[config.mk]
export PLATFORM = sky130hd
export DESIGN_NAME = olr_router
export DESIGN_NICKNAME = d
export VERILOG_FILES = /design/src/olr_pkg.sv /design/src/olr_router.sv
export SDC_FILE = /design/constraint.sdc
export NUM_CORES = 1
export LEC_CHECK = 0
export BUFFER_PORTS_ARGS = -buffer_cell sky130_fd_sc_hd__buf_2
export CAP_MARGIN = 20
export CORE_MARGIN = 4
export CORE_UTILIZATION = 40
export DETAILED_ROUTE_END_ITERATION = 7
export PLACE_DENSITY = 0.57
export SETUP_SLACK_MARGIN = 0.05
export SYNTH_ARGS = -nofsm -noshare
export SYNTH_HDL_FRONTEND = slang
export SYNTH_SLANG_ARGS = --single-unit
[constraint.sdc]
create_clock -name clk -period 4.05 [get_ports clk]
set_clock_uncertainty 0.15 [all_clocks]
set_input_delay 0.81 -clock clk [delete_from_list [all_inputs] [get_ports clk]]
set_output_delay 0.81 -clock clk [all_outputs]
set_load 0.005 [all_outputs]
[src/olr_pkg.sv]
// Package for the optical link port router and diagnostics block.
// Assumes a single 100 MHz clock domain; all users refer to names with olr_pkg::.
package olr_pkg;

   // Clock period in ns
   localparam int CLK_PERIOD_NS = 10;

   // Reset values of the captured switch settings and the relay (all off at delivery)
   localparam logic TOPOLOGY_RST  = 1'b0;  // Line mode
   localparam logic POLARITY_RST  = 1'b0;  // Light-idle
   localparam logic TX_POWER_RST  = 1'b0;  // Single-mode level
   localparam logic RELAY_RST     = 1'b0;  // Relay dropped until healthy

   // Settle time after reset before the switches are sampled
   localparam int SETTLE_NS       = 1000;
   localparam int SETTLE_CYC      = (SETTLE_NS + CLK_PERIOD_NS - 1) / CLK_PERIOD_NS;
   localparam int SETTLE_W        = 7;

   // Received power grades, from the analog comparator front end
   typedef enum logic [1:0] {
      OLR_Q_VERY_GOOD = 2'b00,  // Well above reserve
      OLR_Q_GOOD      = 2'b01,  // Still above reserve
      OLR_Q_CRITICAL  = 2'b10,  // At reserve
      OLR_Q_ERROR     = 2'b11   // Below reserve or broken fiber
   } olr_quality_e;

   // Captured configuration
   typedef struct packed {
      logic star_mode;      // Three-port star topology
      logic dark_idle;      // Idle transmitter dark
      logic tx_multimode;   // Multimode transmit power
   } olr_config_s;

   // Bar graph lamps
   typedef struct packed {
      logic green_hi;   // Upper green
      logic green_lo;   // Lower green
      logic yellow;     // Yellow
      logic red;        // Error
   } olr_bar_s;

   // One serial lane per port: received and transmitted levels
   typedef struct packed {
      logic copper;   // Copper port
      logic fiber;    // Fiber port
      logic rail;     // Rail backplane bus
   } olr_lane_s;

endpackage : olr_pkg

[src/olr_router.sv]
// Port router, idle polarity, power grading and fault relay of the fiber converter.
// Assumes switch and pin inputs are asynchronous; serial levels are idle-high (logic 1).
`timescale 1ns/10ps

module olr_router (
   input  wire logic                 clk,                     // 100 MHz clock
   input  wire logic                 rst_n,                   // Async reset, power-up
   input  wire logic                 topology_select_switch,  // On = star
   input  wire logic                 idle_polarity_switch,    // On = dark-idle
   input  wire logic                 tx_power_switch,         // On = multimode
   input  wire logic [2:0]           reserved_switch,         // Unused, keep off
   input  wire logic [1:0]           rx_quality,              // Graded received power
   input  wire logic                 fiber_loss,              // Fiber interruption seen
   input  wire olr_pkg::olr_lane_s   lane_in,                 // Received levels per port
   output olr_pkg::olr_lane_s        lane_out,                // Transmitted levels per port
   output logic                      fiber_light,             // Transmitter on
   output logic                      tx_power_multimode,      // Multimode power level
   output logic                      rail_enable,             // Rail driver enabled
   output olr_pkg::olr_bar_s         link_quality_bar,        // Bar graph lamps
   output logic                      relay_closed,            // Fault contact closed
   output logic                      config_valid             // Switches captured
);

   ////////////////////////////////////////////////////////////////////////
   // Input synchronisers: three stages, change taken when 2 and 3 agree
   localparam int NSYNC = 9;                  // Three switches, grade, loss, three lanes
   logic [NSYNC-1:0] raw_in;                  // Asynchronous inputs
   logic [NSYNC-1:0] s1_r, s2_r, s3_r;        // Sync stages
   logic [NSYNC-1:0] stable_r, stable_nxt;    // Filtered values

   // Reserved switches sampled nowhere, so they cannot steer anything
   assign raw_in = {topology_select_switch, idle_polarity_switch, tx_power_switch,
                    rx_quality, fiber_loss, lane_in};

   // Only update where the last two stages agree
   always_comb begin
      stable_nxt = stable_r;
      for (int i = 0; i < NSYNC; i++) begin
         if (s2_r[i] == s3_r[i]) begin
            stable_nxt[i] = s3_r[i];
         end
      end
   end

   // Lanes reset idle-high, others low
   always_ff @(posedge clk or negedge rst_n) begin
      if (!rst_n) begin
         s1_r     <= 9'h007;
         s2_r     <= 9'h007;
         s3_r     <= 9'h007;
         stable_r <= 9'h007;
      end else begin
         s1_r     <= raw_in;
         s2_r     <= s1_r;
         s3_r     <= s2_r;
         stable_r <= stable_nxt;
      end
   end

   wire logic               sw_topo   = stable_r[8];
   wire logic               sw_pol    = stable_r[7];
   wire logic               sw_pwr    = stable_r[6];
   wire logic [1:0]         quality   = stable_r[5:4];
   wire logic               loss      = stable_r[3];
   wire olr_pkg::olr_lane_s rx        = stable_r[2:0];

   ////////////////////////////////////////////////////////////////////////
   // Power-up capture of the switches, once only
   typedef enum logic [1:0] {
      OLR_SETTLE  = 2'b00,  // Waiting for syncs to fill
      OLR_CAPTURE = 2'b01,  // Sampling switches
      OLR_RUN     = 2'b10   // Settings frozen until next power-up
   } olr_state_e;

   olr_state_e                     state_r, state_nxt;   // Capture state
   logic [olr_pkg::SETTLE_W-1:0]   cnt_r, cnt_nxt;       // Settle counter
   olr_pkg::olr_config_s           cfg_r, cfg_nxt;       // Captured settings

   // Later switch moves are ignored; only a new power-up resamples
   always_comb begin
      state_nxt = state_r;
      cnt_nxt   = cnt_r;
      cfg_nxt   = cfg_r;
      unique case (state_r)
         OLR_SETTLE: begin
            if (cnt_r == olr_pkg::SETTLE_W'(olr_pkg::SETTLE_CYC - 1)) begin
               state_nxt = OLR_CAPTURE;
            end else begin
               cnt_nxt = cnt_r + 1'b1;
            end
         end
         OLR_CAPTURE: begin
            cfg_nxt.star_mode    = sw_topo;
            cfg_nxt.dark_idle    = sw_pol;
            cfg_nxt.tx_multimode = sw_pwr;
            state_nxt            = OLR_RUN;
         end
         OLR_RUN: begin
            state_nxt = OLR_RUN;              // Held until reset
         end
         default: begin
            state_nxt = OLR_SETTLE;
         end
      endcase
   end

   // Default settings all off until captured
   always_ff @(posedge clk or negedge rst_n) begin
      if (!rst_n) begin
         state_r              <= OLR_SETTLE;
         cnt_r                <= '0;
         cfg_r.star_mode      <= olr_pkg::TOPOLOGY_RST;
         cfg_r.dark_idle      <= olr_pkg::POLARITY_RST;
         cfg_r.tx_multimode   <= olr_pkg::TX_POWER_RST;
      end else begin
         state_r <= state_nxt;
         cnt_r   <= cnt_nxt;
         cfg_r   <= cfg_nxt;
      end
   end

   ////////////////////////////////////////////////////////////////////////
   // Routing and status outputs
   olr_pkg::olr_lane_s tx_nxt;       // Next lane levels
   logic               light_nxt;    // Next transmitter state
   olr_pkg::olr_bar_s  bar_nxt;      // Next bar graph
   logic               relay_nxt;    // Next relay state
   olr_pkg::olr_lane_s tx_r;
   logic               light_r, relay_r, rail_r;
   olr_pkg::olr_bar_s  bar_r;

   // Data path never looks at quality, so alarms never block it
   always_comb begin
      tx_nxt = '1;                                         // Idle-high everywhere
      if (cfg_r.star_mode) begin
         tx_nxt.copper = rx.fiber & rx.rail;
         tx_nxt.fiber  = rx.copper & rx.rail;
         tx_nxt.rail   = rx.copper & rx.fiber;
      end else begin
         tx_nxt.copper = rx.fiber;
         tx_nxt.fiber  = rx.copper;
         tx_nxt.rail   = 1'b1;                             // Rail left idle
      end
      // Logic 1 is light or dark depending on polarity
      light_nxt = cfg_r.dark_idle ? ~tx_nxt.fiber : tx_nxt.fiber;

      bar_nxt   = '0;
      relay_nxt = 1'b0;
      if (loss || quality == olr_pkg::OLR_Q_ERROR) begin
         bar_nxt.red = 1'b1;
      end else if (!cfg_r.dark_idle) begin
         unique case (olr_pkg::olr_quality_e'(quality))
            olr_pkg::OLR_Q_VERY_GOOD: begin
               bar_nxt   = '{1'b1, 1'b1, 1'b1, 1'b0};
               relay_nxt = 1'b1;
            end
            olr_pkg::OLR_Q_GOOD: begin
               bar_nxt   = '{1'b0, 1'b1, 1'b1, 1'b0};
               relay_nxt = 1'b1;
            end
            olr_pkg::OLR_Q_CRITICAL: begin
               bar_nxt.yellow = 1'b1;
            end
            olr_pkg::OLR_Q_ERROR: begin
               bar_nxt.red = 1'b1;                         // Covered above
            end
         endcase
      end else begin
         // No grading with dark idle; relay only tracks reserve and loss
         relay_nxt = (quality != olr_pkg::OLR_Q_CRITICAL);
      end
      // Contact open whenever the fiber path is interrupted
      if (loss) begin
         relay_nxt = 1'b0;
      end
   end

   // Relay held open in reset and until settings frozen (no supply)
   always_ff @(posedge clk or negedge rst_n) begin
      if (!rst_n) begin
         tx_r    <= '1;
         light_r <= 1'b1;
         bar_r   <= '0;
         relay_r <= olr_pkg::RELAY_RST;
         rail_r  <= 1'b0;
      end else begin
         tx_r    <= tx_nxt;
         light_r <= light_nxt;
         bar_r   <= (state_r == OLR_RUN) ? bar_nxt : '0;
         relay_r <= (state_r == OLR_RUN) & relay_nxt;
         rail_r  <= cfg_r.star_mode;
      end
   end

   assign lane_out           = tx_r;
   assign fiber_light        = light_r;
   assign tx_power_multimode = cfg_r.tx_multimode;
   assign rail_enable        = rail_r;
   assign link_quality_bar   = bar_r;
   assign relay_closed       = relay_r;
   assign config_valid       = (state_r == OLR_RUN);

endmodule : olr_router
-- Word-level counts from Yosys, hierarchy flattened
Cells that the tools add are included.
Widths: inputs -> output; s select.
- word-level logic and storage cells: 73
- input port bits: 14
- bits in registers: 58
- output and inout bits: 12
- $add $sub $neg: 1
- reduce and logical (&&, ||, !) cells: 7
- muxes and demuxes: 15
- equality and inequality tests: 17
- bitwise gates (word level): 6
- operators by type and width (cell ; count):
    $eq 1x1->1 ; 9
    $mux 1 ; 8
    $mux 4 ; 2
    $pmux 2 s2 ; 2
    $add 7x1->7 const B ; 1
    $eq 7x7->1 const B ; 1
    $eq 2x2->1 const B ; 3
    $mux 3 ; 2
    $and 1x1->1 ; 4
    $eq 2x1->1 const B ; 2
    $logic_not 2->1 ; 2
    $ne 2x2->1 const B ; 2
    $reduce_or 2->1 ; 2
    $reduce_or 3->1 ; 1
    $mux 2 ; 1
    $not 1->1 ; 2
    $reduce_and 2->1 ; 1
    $logic_or 1x1->1 ; 1

-- Depth between registers and ports, before layout
Gate-level depths: netlist of run 1.
- depth in word-level cells: 7
- depth in mapped cells: 5
- gate-level depth less buffers: 5

-- Worst setup path after synthesis of run 1
No wires, ideal clock.
- kind: reg-to-reg
- from: register cnt_r[0] in the netlist's numbering
- to: register cnt_r[1] in the netlist's numbering
- setup time: 0.128 ns
- data arrival time: 1.495 ns
- stages on the path, launching flop included: 5
- period minus slack after synthesis: 1.773 ns
- buffers on the path: 0
- path slack: 2.277 ns
- required time: 3.772 ns
- path through: dfrtp_1 -> ha_1 -> or4b_4 -> o21ai_4 -> mux2_1
- word-level cells in the longest chain between the ends: 3
- elaborated cells between the ends (all ways): 4
- classes of those cells: 1 x add/sub; 1 x eq/ne; 1 x bitwise; 1 x reduce/logical
- ends and longest elaborated chain (what ; RTL line ; text):
    start: declaration ; olr_router.sv:76 ; logic [olr_pkg::SETTLE_W-1:0] cnt_r, cnt_nxt;
    start signal: assignment ; olr_router.sv:117 ; cnt_r <= cnt_nxt;
    branches (longest 3 deep; another with $add 7x1->7) ; -- ;
Several ways; the timed one is not identified.
A chain may end at the register's enable or synchronous reset.

-- Worst setup path in the final report of run 1
- from: register state_r[0]
- to: output port config_valid
- word-level cells in the longest chain between the ends: 1
- ends and longest elaborated chain (what ; RTL line ; text):
    start: declaration ; olr_router.sv:75 ; olr_state_e state_r, state_nxt;
    start signal: assignment ; olr_router.sv:116 ; state_r <= state_nxt;
    $eq 2x2->1 ; olr_router.sv:201 ; assign config_valid = (state_r == OLR_RUN);
    end: declaration ; olr_router.sv:21 ; output logic config_valid
No other way between the ends.

==> results of run 1 <==
Yosys cell counts (all sizes together):
master,n,share of area (%)
nand2,7,1.4
or2,1,0.33
nor2,4,0.80
mux2,5,3.0
nor4,1,0.33
xnor2,3,1.4
o21a,1,0.40
dfrtp,42,56
inv,2,0.40
nand2b,2,0.66
maj3,9,4.8
nor2b,1,0.33
xor2,3,1.4
or4b,1,0.73
a21oi,1,0.27
nor3,1,0.27
nand4,2,0.66
o21ai,2,1.1
and2,2,0.66
ha,4,2.7
a211oi,1,0.40
dfstp,16,22
routing by layer:
metal | track usage, % | vias to the layer above | share of wire, %
met5 | 0 | - | 0
met4 | 11.41 | 0 | 4.5
met3 | 3.396 | 11 | 5.0
met2 | 15.64 | 22 | 46
met1 | 11.61 | 456 | 44
li1 | - | 440 | -
cells by family (layout without fill, tap and decap cells):
logic type	after synthesis	in the layout	share of synthesized area, %
buffers and inverters	2	42	0.3983
flip-flops	58	58	78.04
multiplexers	5	5	2.986
adder cells (fa/ha/maj)	13	13	7.432
AND/OR/NAND/NOR	22	22	6.171
AO/OA/AOI/OAI	5	5	2.190
XOR/XNOR	6	6	2.788
area by class of cell:
cell class                      count  area share, %
Clock buffer                       13          6.589
Sequential cell                    58          65.12
Multi-Input combinational cell     51          18.00
Inverter                            2         0.3322
Clock inverter                      3         0.6645
Timing Repair Buffer               24          6.423
Tap cell                           52          2.879
worst min-delay path by stage:
stage	from	endpoint	slack, ns	cells past startpoint
floorplan	s1_r[3]	s2_r[3]	0.18	0
global placement	s1_r[6]	s2_r[6]	0.18	0
detailed placement	s1_r[7]	s2_r[7]	0.18	0
CTS	s1_r[7]	s2_r[7]	0.20	0
global route	s1_r[3]	s2_r[3]	0.21	0
finish	s1_r[7]	s2_r[7]	0.20	0
critical path: stages (launching register included):
cell and delay [ns]:
dfrtp_1 0.38, inv_1 0.07, ha_1 0.22, buf_2 0.13
cell usage in the layout, fill, tap and decap left out, types with 3 or more instances in the layout:
| cell | n |
|---|---|
| xnor2_1 | 3 |
| dfstp_2 | 16 |
| nor2_1 | 4 |
| clkbuf_8 | 10 |
| mux2_2 | 3 |
| clkinv_2 | 3 |
| clkbuf_1 | 3 |
| xor2_1 | 3 |
| nand2_1 | 7 |
| dfrtp_1 | 42 |
| maj3_1 | 9 |
| ha_1 | 4 |
| buf_2 | 22 |
state kept, by name, indices dropped and copies added (netlist names):
register and count:
fiber_light 1, s2_r 9, cfg_r 2, relay_closed 1, s3_r 9, state_r 2, stable_r 9, tx_power_multimode 1
s1_r 9, link_quality_bar 4, rail_enable 1, cnt_r 7, lane_out 3
through the flow:
stage	utilization, %	area [um2]
after floorplan	-	1886
after global placement	46.54	2068
after detailed placement	46.54	2068
after CTS	50.23	2232
after global routing	50.84	2260
final	50.84	2260
power groups by stage:
stage | clock (mW) | sequential (mW) | combinational, mW
after floorplan | 0 | 0.633 | 0.0112
after global placement | 0 | 0.635 | 0.0310
after detailed placement | 0 | 0.637 | 0.0327
after CTS | 0.461 | 0.627 | 0.0327
after global routing | 0.485 | 0.630 | 0.0396
final | 0.438 | 0.626 | 0.0344
==> flow_summary_export.csv, run 1 <==
group,metric,value,unit
global_routing,grt-ovfl-total,0,
route,drc,0,
synth,synth-seq-area-share,78.04,%
setup_path,timing.rr.start,"cnt_r[0]",
route,wl_per_cell,12.81,um
sta,timing.final.crit_share,51.71,%
hold_path,hold_class,"reg2reg",
sta,setup_tns,0,ns
power,p_per_area,486.1,nW/um2
route,via_per_inst,4.576,
sta,setup_violations,0,
sta,drv_slew,0,
floorplan,core-area,4444,um2
clocking,cts_hold_buf,0,
setup_path,crit_required,3.09,ns
placed_design,port_buffers,22,
power,p_sw,0.2321,mW
setup_path,reg2reg_slack,2.18,ns
synth,synth_cell_types,24,
sta,hold_viol_final,0,
placed_design,hpwl,1744,um
power,p_int,0.8663,mW
setup_path,reg2reg_depth,4,
setup_path,endpoint_kind,"output pin",
finish,instances_no_fill,203,
setup_path,worstSetupStartpoint,"state_r[0]",
clocking,cts-root-buf,"clkbuf_8",
synth,yosys_warnings,0,
power,pwr-share-clk,39.8,%
setup_path,path_max_fanout,3,
sta,worstMarginPinSlew,0.5670,ns
global_routing,antenna_found_initial,0,
route,drt_wl_total,2601,um
synth,syn_nets,129,
power,ir_drop,0.1799,mV
clocking,clk_pin_slew_worst_paths,0.06,ns
sta,max-slew-margin-rel,62.20,%
power,power_frac_comb,3.1,%
clocking,cts_resized,0,
sta,min_period,2.094,ns
floorplan,die_w,76.66,um
global_routing,grt_max_degree,49,
clocking,cts_inserted_buffers,9,
floorplan,rows,24,
global_routing,grt_pass1_wl,4698,um
synth,avgSynthCellArea,16.99,um2
placed_design,numPlacedInstances,186,
clocking,clk-insertion-delay-late,0.32,ns
route,drtAntennaViolNets,0,
route,vias,929,
setup_path,critical_path_class,"reg2out",
clocking,cts_htree_levels,3,
run_status,outcome,"completed",
sta,worst_hold_slack,0.1973,ns
finish,final_layout_size_suffix_gt1_share,39.07,%
floorplan,floorplan.initialDensity,42.43,%
job,drv_cap,0,
synth,syn_area,1886,um2
setup_path,critPathArrivalTime,1.13,ns
clocking,clock_sinks,58,
power,sw_frac_of_total,21.13,%
sta,fmax,477.5,MHz
clocking,clock_path_buffers,2,
setup_path,crit_end,"config_valid",
finish,n_antenna_cell,0,
synth,syn_inst,111,
sta,fin_ws,1.956,ns
sta,rsz0062_at_grt,"false",
placed_design,pre_cts_slack,2.024,ns
route,drtIter0Drc,40,
finish,area_delta_synth_final,19.84,%
setup_path,cp-start-kind,"flop",
clocking,postCtsSetupRepairBufs,0,
global_routing,grt_use_total,10.64,%
placed_design,gp_congestion,0.6913,
power,p_total,1.098,mW
setup_path,rr_endpoint,"cnt_r[1]",
synth,ys_ff_latch,58,
finish,multiInputGateArea,406.6,um2
route,drtPass1Iterations,2,
finish,seqCellArea,1471,um2
power,p_leak,1.028,nW
floorplan,num_io_pins,26,
global_routing,grt_pass1_vias,1076,
clocking,cts_tree,"built",
finish,final_nets,164,
power,p_seq_share,57.0,%
floorplan,chipHeight,76.66,um
floorplan,die_area,5876,um2
finish,fillers,395,
No activity file was read; power rests on OpenSTA's default activity.
==> run 2, diff against run 1 <==
- ABC_AREA: not set -> 1
- PLACE_DENSITY: 0.57 -> 0.59
- clock period: 4.05 -> 1.75 ns (I/O delays scaled with it)
==> flow_summary_export.csv, run 2 <==
group,metric,value,unit
clocking,cts_inserted_buffers,9,
sta,worst_hold_slack,0.1991,ns
floorplan,rows,25,
clocking,cts_tree,"built",
finish,final_layout_size_suffix_gt1_share,33.16,%
clocking,cts-root-buf,"clkbuf_8",
synth,syn_inst,142,
synth,synth-seq-area-share,74.20,%
floorplan,die_area,6148,um2
clocking,clk-insertion-delay-late,0.32,ns
global_routing,antenna_found_initial,0,
job,drv_cap,0,
global_routing,grt_pass1_wl,5299,um
finish,n_antenna_cell,0,
finish,final_area,2479,um2
sta,worstMarginPinSlew,0.3108,ns
global_routing,grt-ovfl-total,0,
synth,synth_top_flop_cell,"dfrtp_1",
placed_design,dpl_cell_area,2197,um2
route,vias,1125,
power,ir_drop,0.5695,mV
sta,drv_slew,0,
placed_design,pre_cts_slack,0.2981,ns
route,drtIter0Drc,107,
clocking,cts_htree_levels,3,
synth,synth_area_leaders,"dfrtp_1 53%, dfstp_2 21%, maj3_1 4.5%, nand2_1 4.2%, ha_1 2.5%",
route,drc,0,
floorplan,chipHeight,78.41,um
sta,setup_tns,0,ns
sta,fin_ws,0.1563,ns
run_status,outcome,"completed",
route,drtAntennaViolNets,0,
sta,timing.final.crit_share,91.07,%
setup_path,critical_path_class,"reg2out",
synth,yosys-top-cells-count,"42 x dfrtp_1, 22 x nand2_1, 16 x dfstp_2, 13 x inv_1, 9 x maj3_1",
clocking,postCtsSetupRepairBufs,0,
synth,yosys_warnings,0,
power,p_total,2.634,mW
setup_path,critPathArrivalTime,1.09,ns
finish,fillers,424,
sta,min_period,1.594,ns
synth,syn_area,1983,um2
synth,ys_ff_latch,58,
setup_path,crit_required,1.25,ns
synth,synth_cell_types,26,
floorplan,floorplan.initialDensity,41.71,%
clocking,clock_path_buffers,2,
clocking,cts_resized,0,
route,via_per_inst,4.377,
floorplan,die_w,78.41,um
power,p_per_area,1063,nW/um2
clocking,clk_pin_slew_worst_paths,0.06,ns
setup_path,cp-start-kind,"flop",
placed_design,numPlacedInstances,232,
setup_path,endpoint_kind,"output pin",
power,p_leak,1.144,nW
synth,synthArstFlopShare,100.0,%
finish,fin_util,52.13,%
floorplan,core-area,4755,um2
synth,yosys.area.top_type,"dfrtp_1",
sta,fmax,627.5,MHz
route,wl_per_cell,11.29,um
global_routing,grt_max_degree,47,
synth,synth_most_common_cell,"dfrtp_1",
placed_design,port_buffers,22,
route,drt_wl_total,2902,um
synth,avgSynthCellArea,13.97,um2
sta,setup_violations,0,
placed_design,gp_congestion,0.7765,
clocking,cts_hold_buf,10,
hold_path,hold_class,"reg2reg",
route,drtPass1Iterations,4,
synth,synth-edff-count,0,
finish,area_delta_synth_final,24.98,%
global_routing,grt_use_total,11.54,%
finish,final_nets,204,
placed_design,hpwl,1966,um
clocking,clock_sinks,58,
synth,synth_top_area_share,53.00,%
setup_path,path_max_fanout,3,
global_routing,grt_pass1_vias,1164,
finish,layout_common_cells,"42 x dfrtp_1, 22 x nand2_1, 22 x buf_2",
finish,final_common_cell,"dfrtp_1",
floorplan,num_io_pins,26,
sta,rsz0062_at_grt,"false",
sta,hold_viol_final,0,
synth,syn_nets,160,
sta,max-slew-margin-rel,79.28,%
finish,instances_no_fill,257,
## run 2: changes by cell type in the layout (fill, tap and decap cells not counted), sizes merged, moves of 3 or more
cell	previous run	this run
dlygate4sd3	0	10
mux2	5	1
o21ai	2	5
inv	2	13
nand2	7	23
nand3	0	9
## run 2: kinds of logic (layout without fill, tap and decap cells)
family	count (synthesis)	count (layout)	synth area share, %
muxes	1	1	0.5678
DFF	58	58	74.20
and+or+nand+nor	46	46	12.30
xor gates and xnor gates	2	2	0.8834
AOI/OAI and AO/OA	8	8	2.145
adders and majority gates	13	13	7.067
buffers and inverters	14	62	2.839
## run 2: critical path, cell delays in order (launching register included)
cell and delay [ns]:
dfrtp_1 0.37, inv_1 0.10, ha_1 0.18, buf_2 0.12
## run 2: where the power goes
part           internal (mW)  total, mW  switching [mW]
combinational         0.0520     0.0989          0.0469
clock                  0.620       1.09           0.466
sequential              1.42       1.45          0.0291
## run 2: worst paths after layout
check	cells past startpoint	end	slack (ns)	startpoint
max in group asynchronous	3	stable_r[0]	0.55	rst_n
hold / removal	0	s2_r[6]	0.20	s1_r[6]
hold reg to reg	0	s2_r[6]	0.20	s1_r[6]
setup / recovery	3	config_valid	0.16	state_r[0]
min in group asynchronous	2	s1_r[4]	0.31	rst_n
setup reg to reg	6	cnt_r[6]	0.30	cnt_r[0]
## run 2: area by class of cell
| class | instances | area, um2 | share of cell area [%] |
|---|---|---|---|
| clock buffers | 13 | 168.9 | 6.815 |
| clock inverters | 2 | 12.51 | 0.5048 |
| inverters | 13 | 48.80 | 1.969 |
| multi-input cells | 70 | 455.4 | 18.37 |
| flip-flops and latches | 58 | 1471 | 59.36 |
| well taps | 67 | 83.83 | 3.382 |
| repair buffers | 34 | 237.7 | 9.591 |
## run 2: per-layer routing
layer	part of all wire [%]	track usage [%]	vias up	wire, um
met1	45	14.12	550	1316
met3	4.4	3.899	2	129
met5	0	0	-	0
met4	0.72	8.392	0	21
met2	49	16.95	25	1435
li1	-	-	548	-
==> run 3, diff against run 2 <==
- REMOVE_ABC_BUFFERS: not set -> 1
==> flow_summary_export.csv, run 3 (synthesis gave the netlist of run 2 again) <==
group,metric,value,unit
route,drc,0,
sta,max-slew-margin-rel,65.35,%
setup_path,critical_path_class,"reg2out",
setup_path,reg2reg_depth,7,
global_routing,antenna_found_initial,0,
floorplan,die_area,6148,um2
sta,hold_viol_final,0,
sta,min_period,1.605,ns
floorplan,rows,25,
finish,final_common_cell,"dfrtp_1",
floorplan,die_w,78.41,um
floorplan,chipHeight,78.41,um
setup_path,timing.rr.start,"cnt_r[0]",
job,drv_cap,0,
sta,setup_tns,0,ns
floorplan,num_io_pins,26,
power,ir_drop,0.5838,mV
run_status,outcome,"completed",
finish,area_delta_synth_final,26.44,%
clocking,cts_inserted_buffers,9,
hold_path,whs_endpoint,"s2_r[3]",
setup_path,rr_endpoint,"state_r[1]",
power,p_leak,1.165,nW
placed_design,numPlacedInstances,234,
sta,timing.final.crit_share,91.69,%
global_routing,grt_pass1_wl,5299,um
placed_design,gp_congestion,0.7613,
global_routing,grt_pass1_vias,1205,
sta,fmax,623.2,MHz
clocking,clock_path_buffers,2,
sta,setup_violations,0,
setup_path,crit_required,1.25,ns
power,p_per_area,1085,nW/um2
route,vias,1149,
clocking,clock_sinks,58,
finish,n_antenna_cell,0,
hold_path,hp-start,"s1_r[3]",
clocking,cts_tree,"built",
floorplan,floorplan.initialDensity,41.71,%
finish,fin_util,52.74,%
route,drtAntennaViolNets,0,
clocking,clk_pin_slew_worst_paths,0.06,ns
placed_design,hpwl,1998,um
floorplan,core-area,4755,um2
power,p_total,2.721,mW
setup_path,endpoint_kind,"output pin",
global_routing,grt-ovfl-total,0,
clocking,cts-root-buf,"clkbuf_8",
route,drt_wl_total,2898,um
sta,drv_slew,0,
finish,final_layout_size_suffix_gt1_share,34.20,%
clocking,clk-insertion-delay-late,0.33,ns
clocking,postCtsSetupRepairBufs,0,
hold_path,hold_class,"reg2reg",
finish,final_nets,206,
placed_design,port_buffers,22,
setup_path,reg2reg_slack,0.28,ns
global_routing,grt_use_total,11.64,%
route,wl_per_cell,11.15,um
setup_path,cp-start-kind,"flop",
clocking,cts_htree_levels,3,
sta,rsz0062_at_grt,"false",
placed_design,dpl_cell_area,2212,um2
global_routing,grt_max_degree,24,
finish,instances_no_fill,260,
route,via_per_inst,4.419,
finish,layout_common_cells,"42 x dfrtp_1, 22 x nand2_1, 22 x buf_2",
setup_path,path_max_fanout,3,
route,drtPass1Iterations,4,
hold_path,min_path_cells,0,
route,drtIter0Drc,45,
sta,worstMarginPinSlew,0.5198,ns
finish,final_area,2507,um2
setup_path,critPathArrivalTime,1.10,ns
[run 3: cell type report]
| type | count | area, um2 |
|---|---|---|
| clock inverters | 5 | 53.80 |
| well taps | 67 | 83.83 |
| flip-flops and latches | 58 | 1471 |
| multi-input cells | 70 | 455.4 |
| inverters | 13 | 48.80 |
| clock buffers | 11 | 141.4 |
| repair buffers | 36 | 252.7 |
| fillers | 411 | 2247 |
[run 3: power by group]
group / total [mW] / switching (mW) / leakage, nW / internal [mW]
sequential: 1.45 / 0.0282 / 0.685 / 1.42
combinational: 0.102 / 0.0475 / 0.377 / 0.0547
clock: 1.17 / 0.480 / 0.103 / 0.690
[run 3: how the worst max path moves through the flow]
stage,from,slack [ns],to
3_5_place_dp,cnt_r[0],0.30,state_r[1]
6_report,state_r[0],0.15,config_valid
3_3_place_gp,state_r[0],0.34,state_r[1]
5_1_grt,state_r[0],0.07,config_valid
4_1_cts,state_r[0],0.12,config_valid
2_1_floorplan,state_r[0],0.40,cnt_r[4]
[run 3: through the flow]
step	hold slack [ns]	setup slack [ns]
final	0.1964	0.1454
after global routing	0.2097	0.06578
after CTS	0.1975	0.1220
after detailed placement	0.1847	0.3008
after global placement	0.1833	0.3361
after floorplan	-0.09559	0.3955
[run 3: worst max-delay path, cell delays in order (launching register included)]
cell and delay [ns]:
dfrtp_1 0.38, inv_1 0.11, ha_1 0.18, buf_2 0.12
[run 3: timing repair]
action,in CTS,in global routing
hold buffers,10,0
gates resized for setup,0,0
hold endpoints to repair,17,0
[run 3: metal layers]
metal  track usage (%)  vias to the layer above  wire length (um)
li1                  -                      557                 -
met1             12.69                      562              1241
met2             18.41                       23              1401
met3             4.931                        7               158
met4             7.867                        0                97
met5                 0                        -                 0
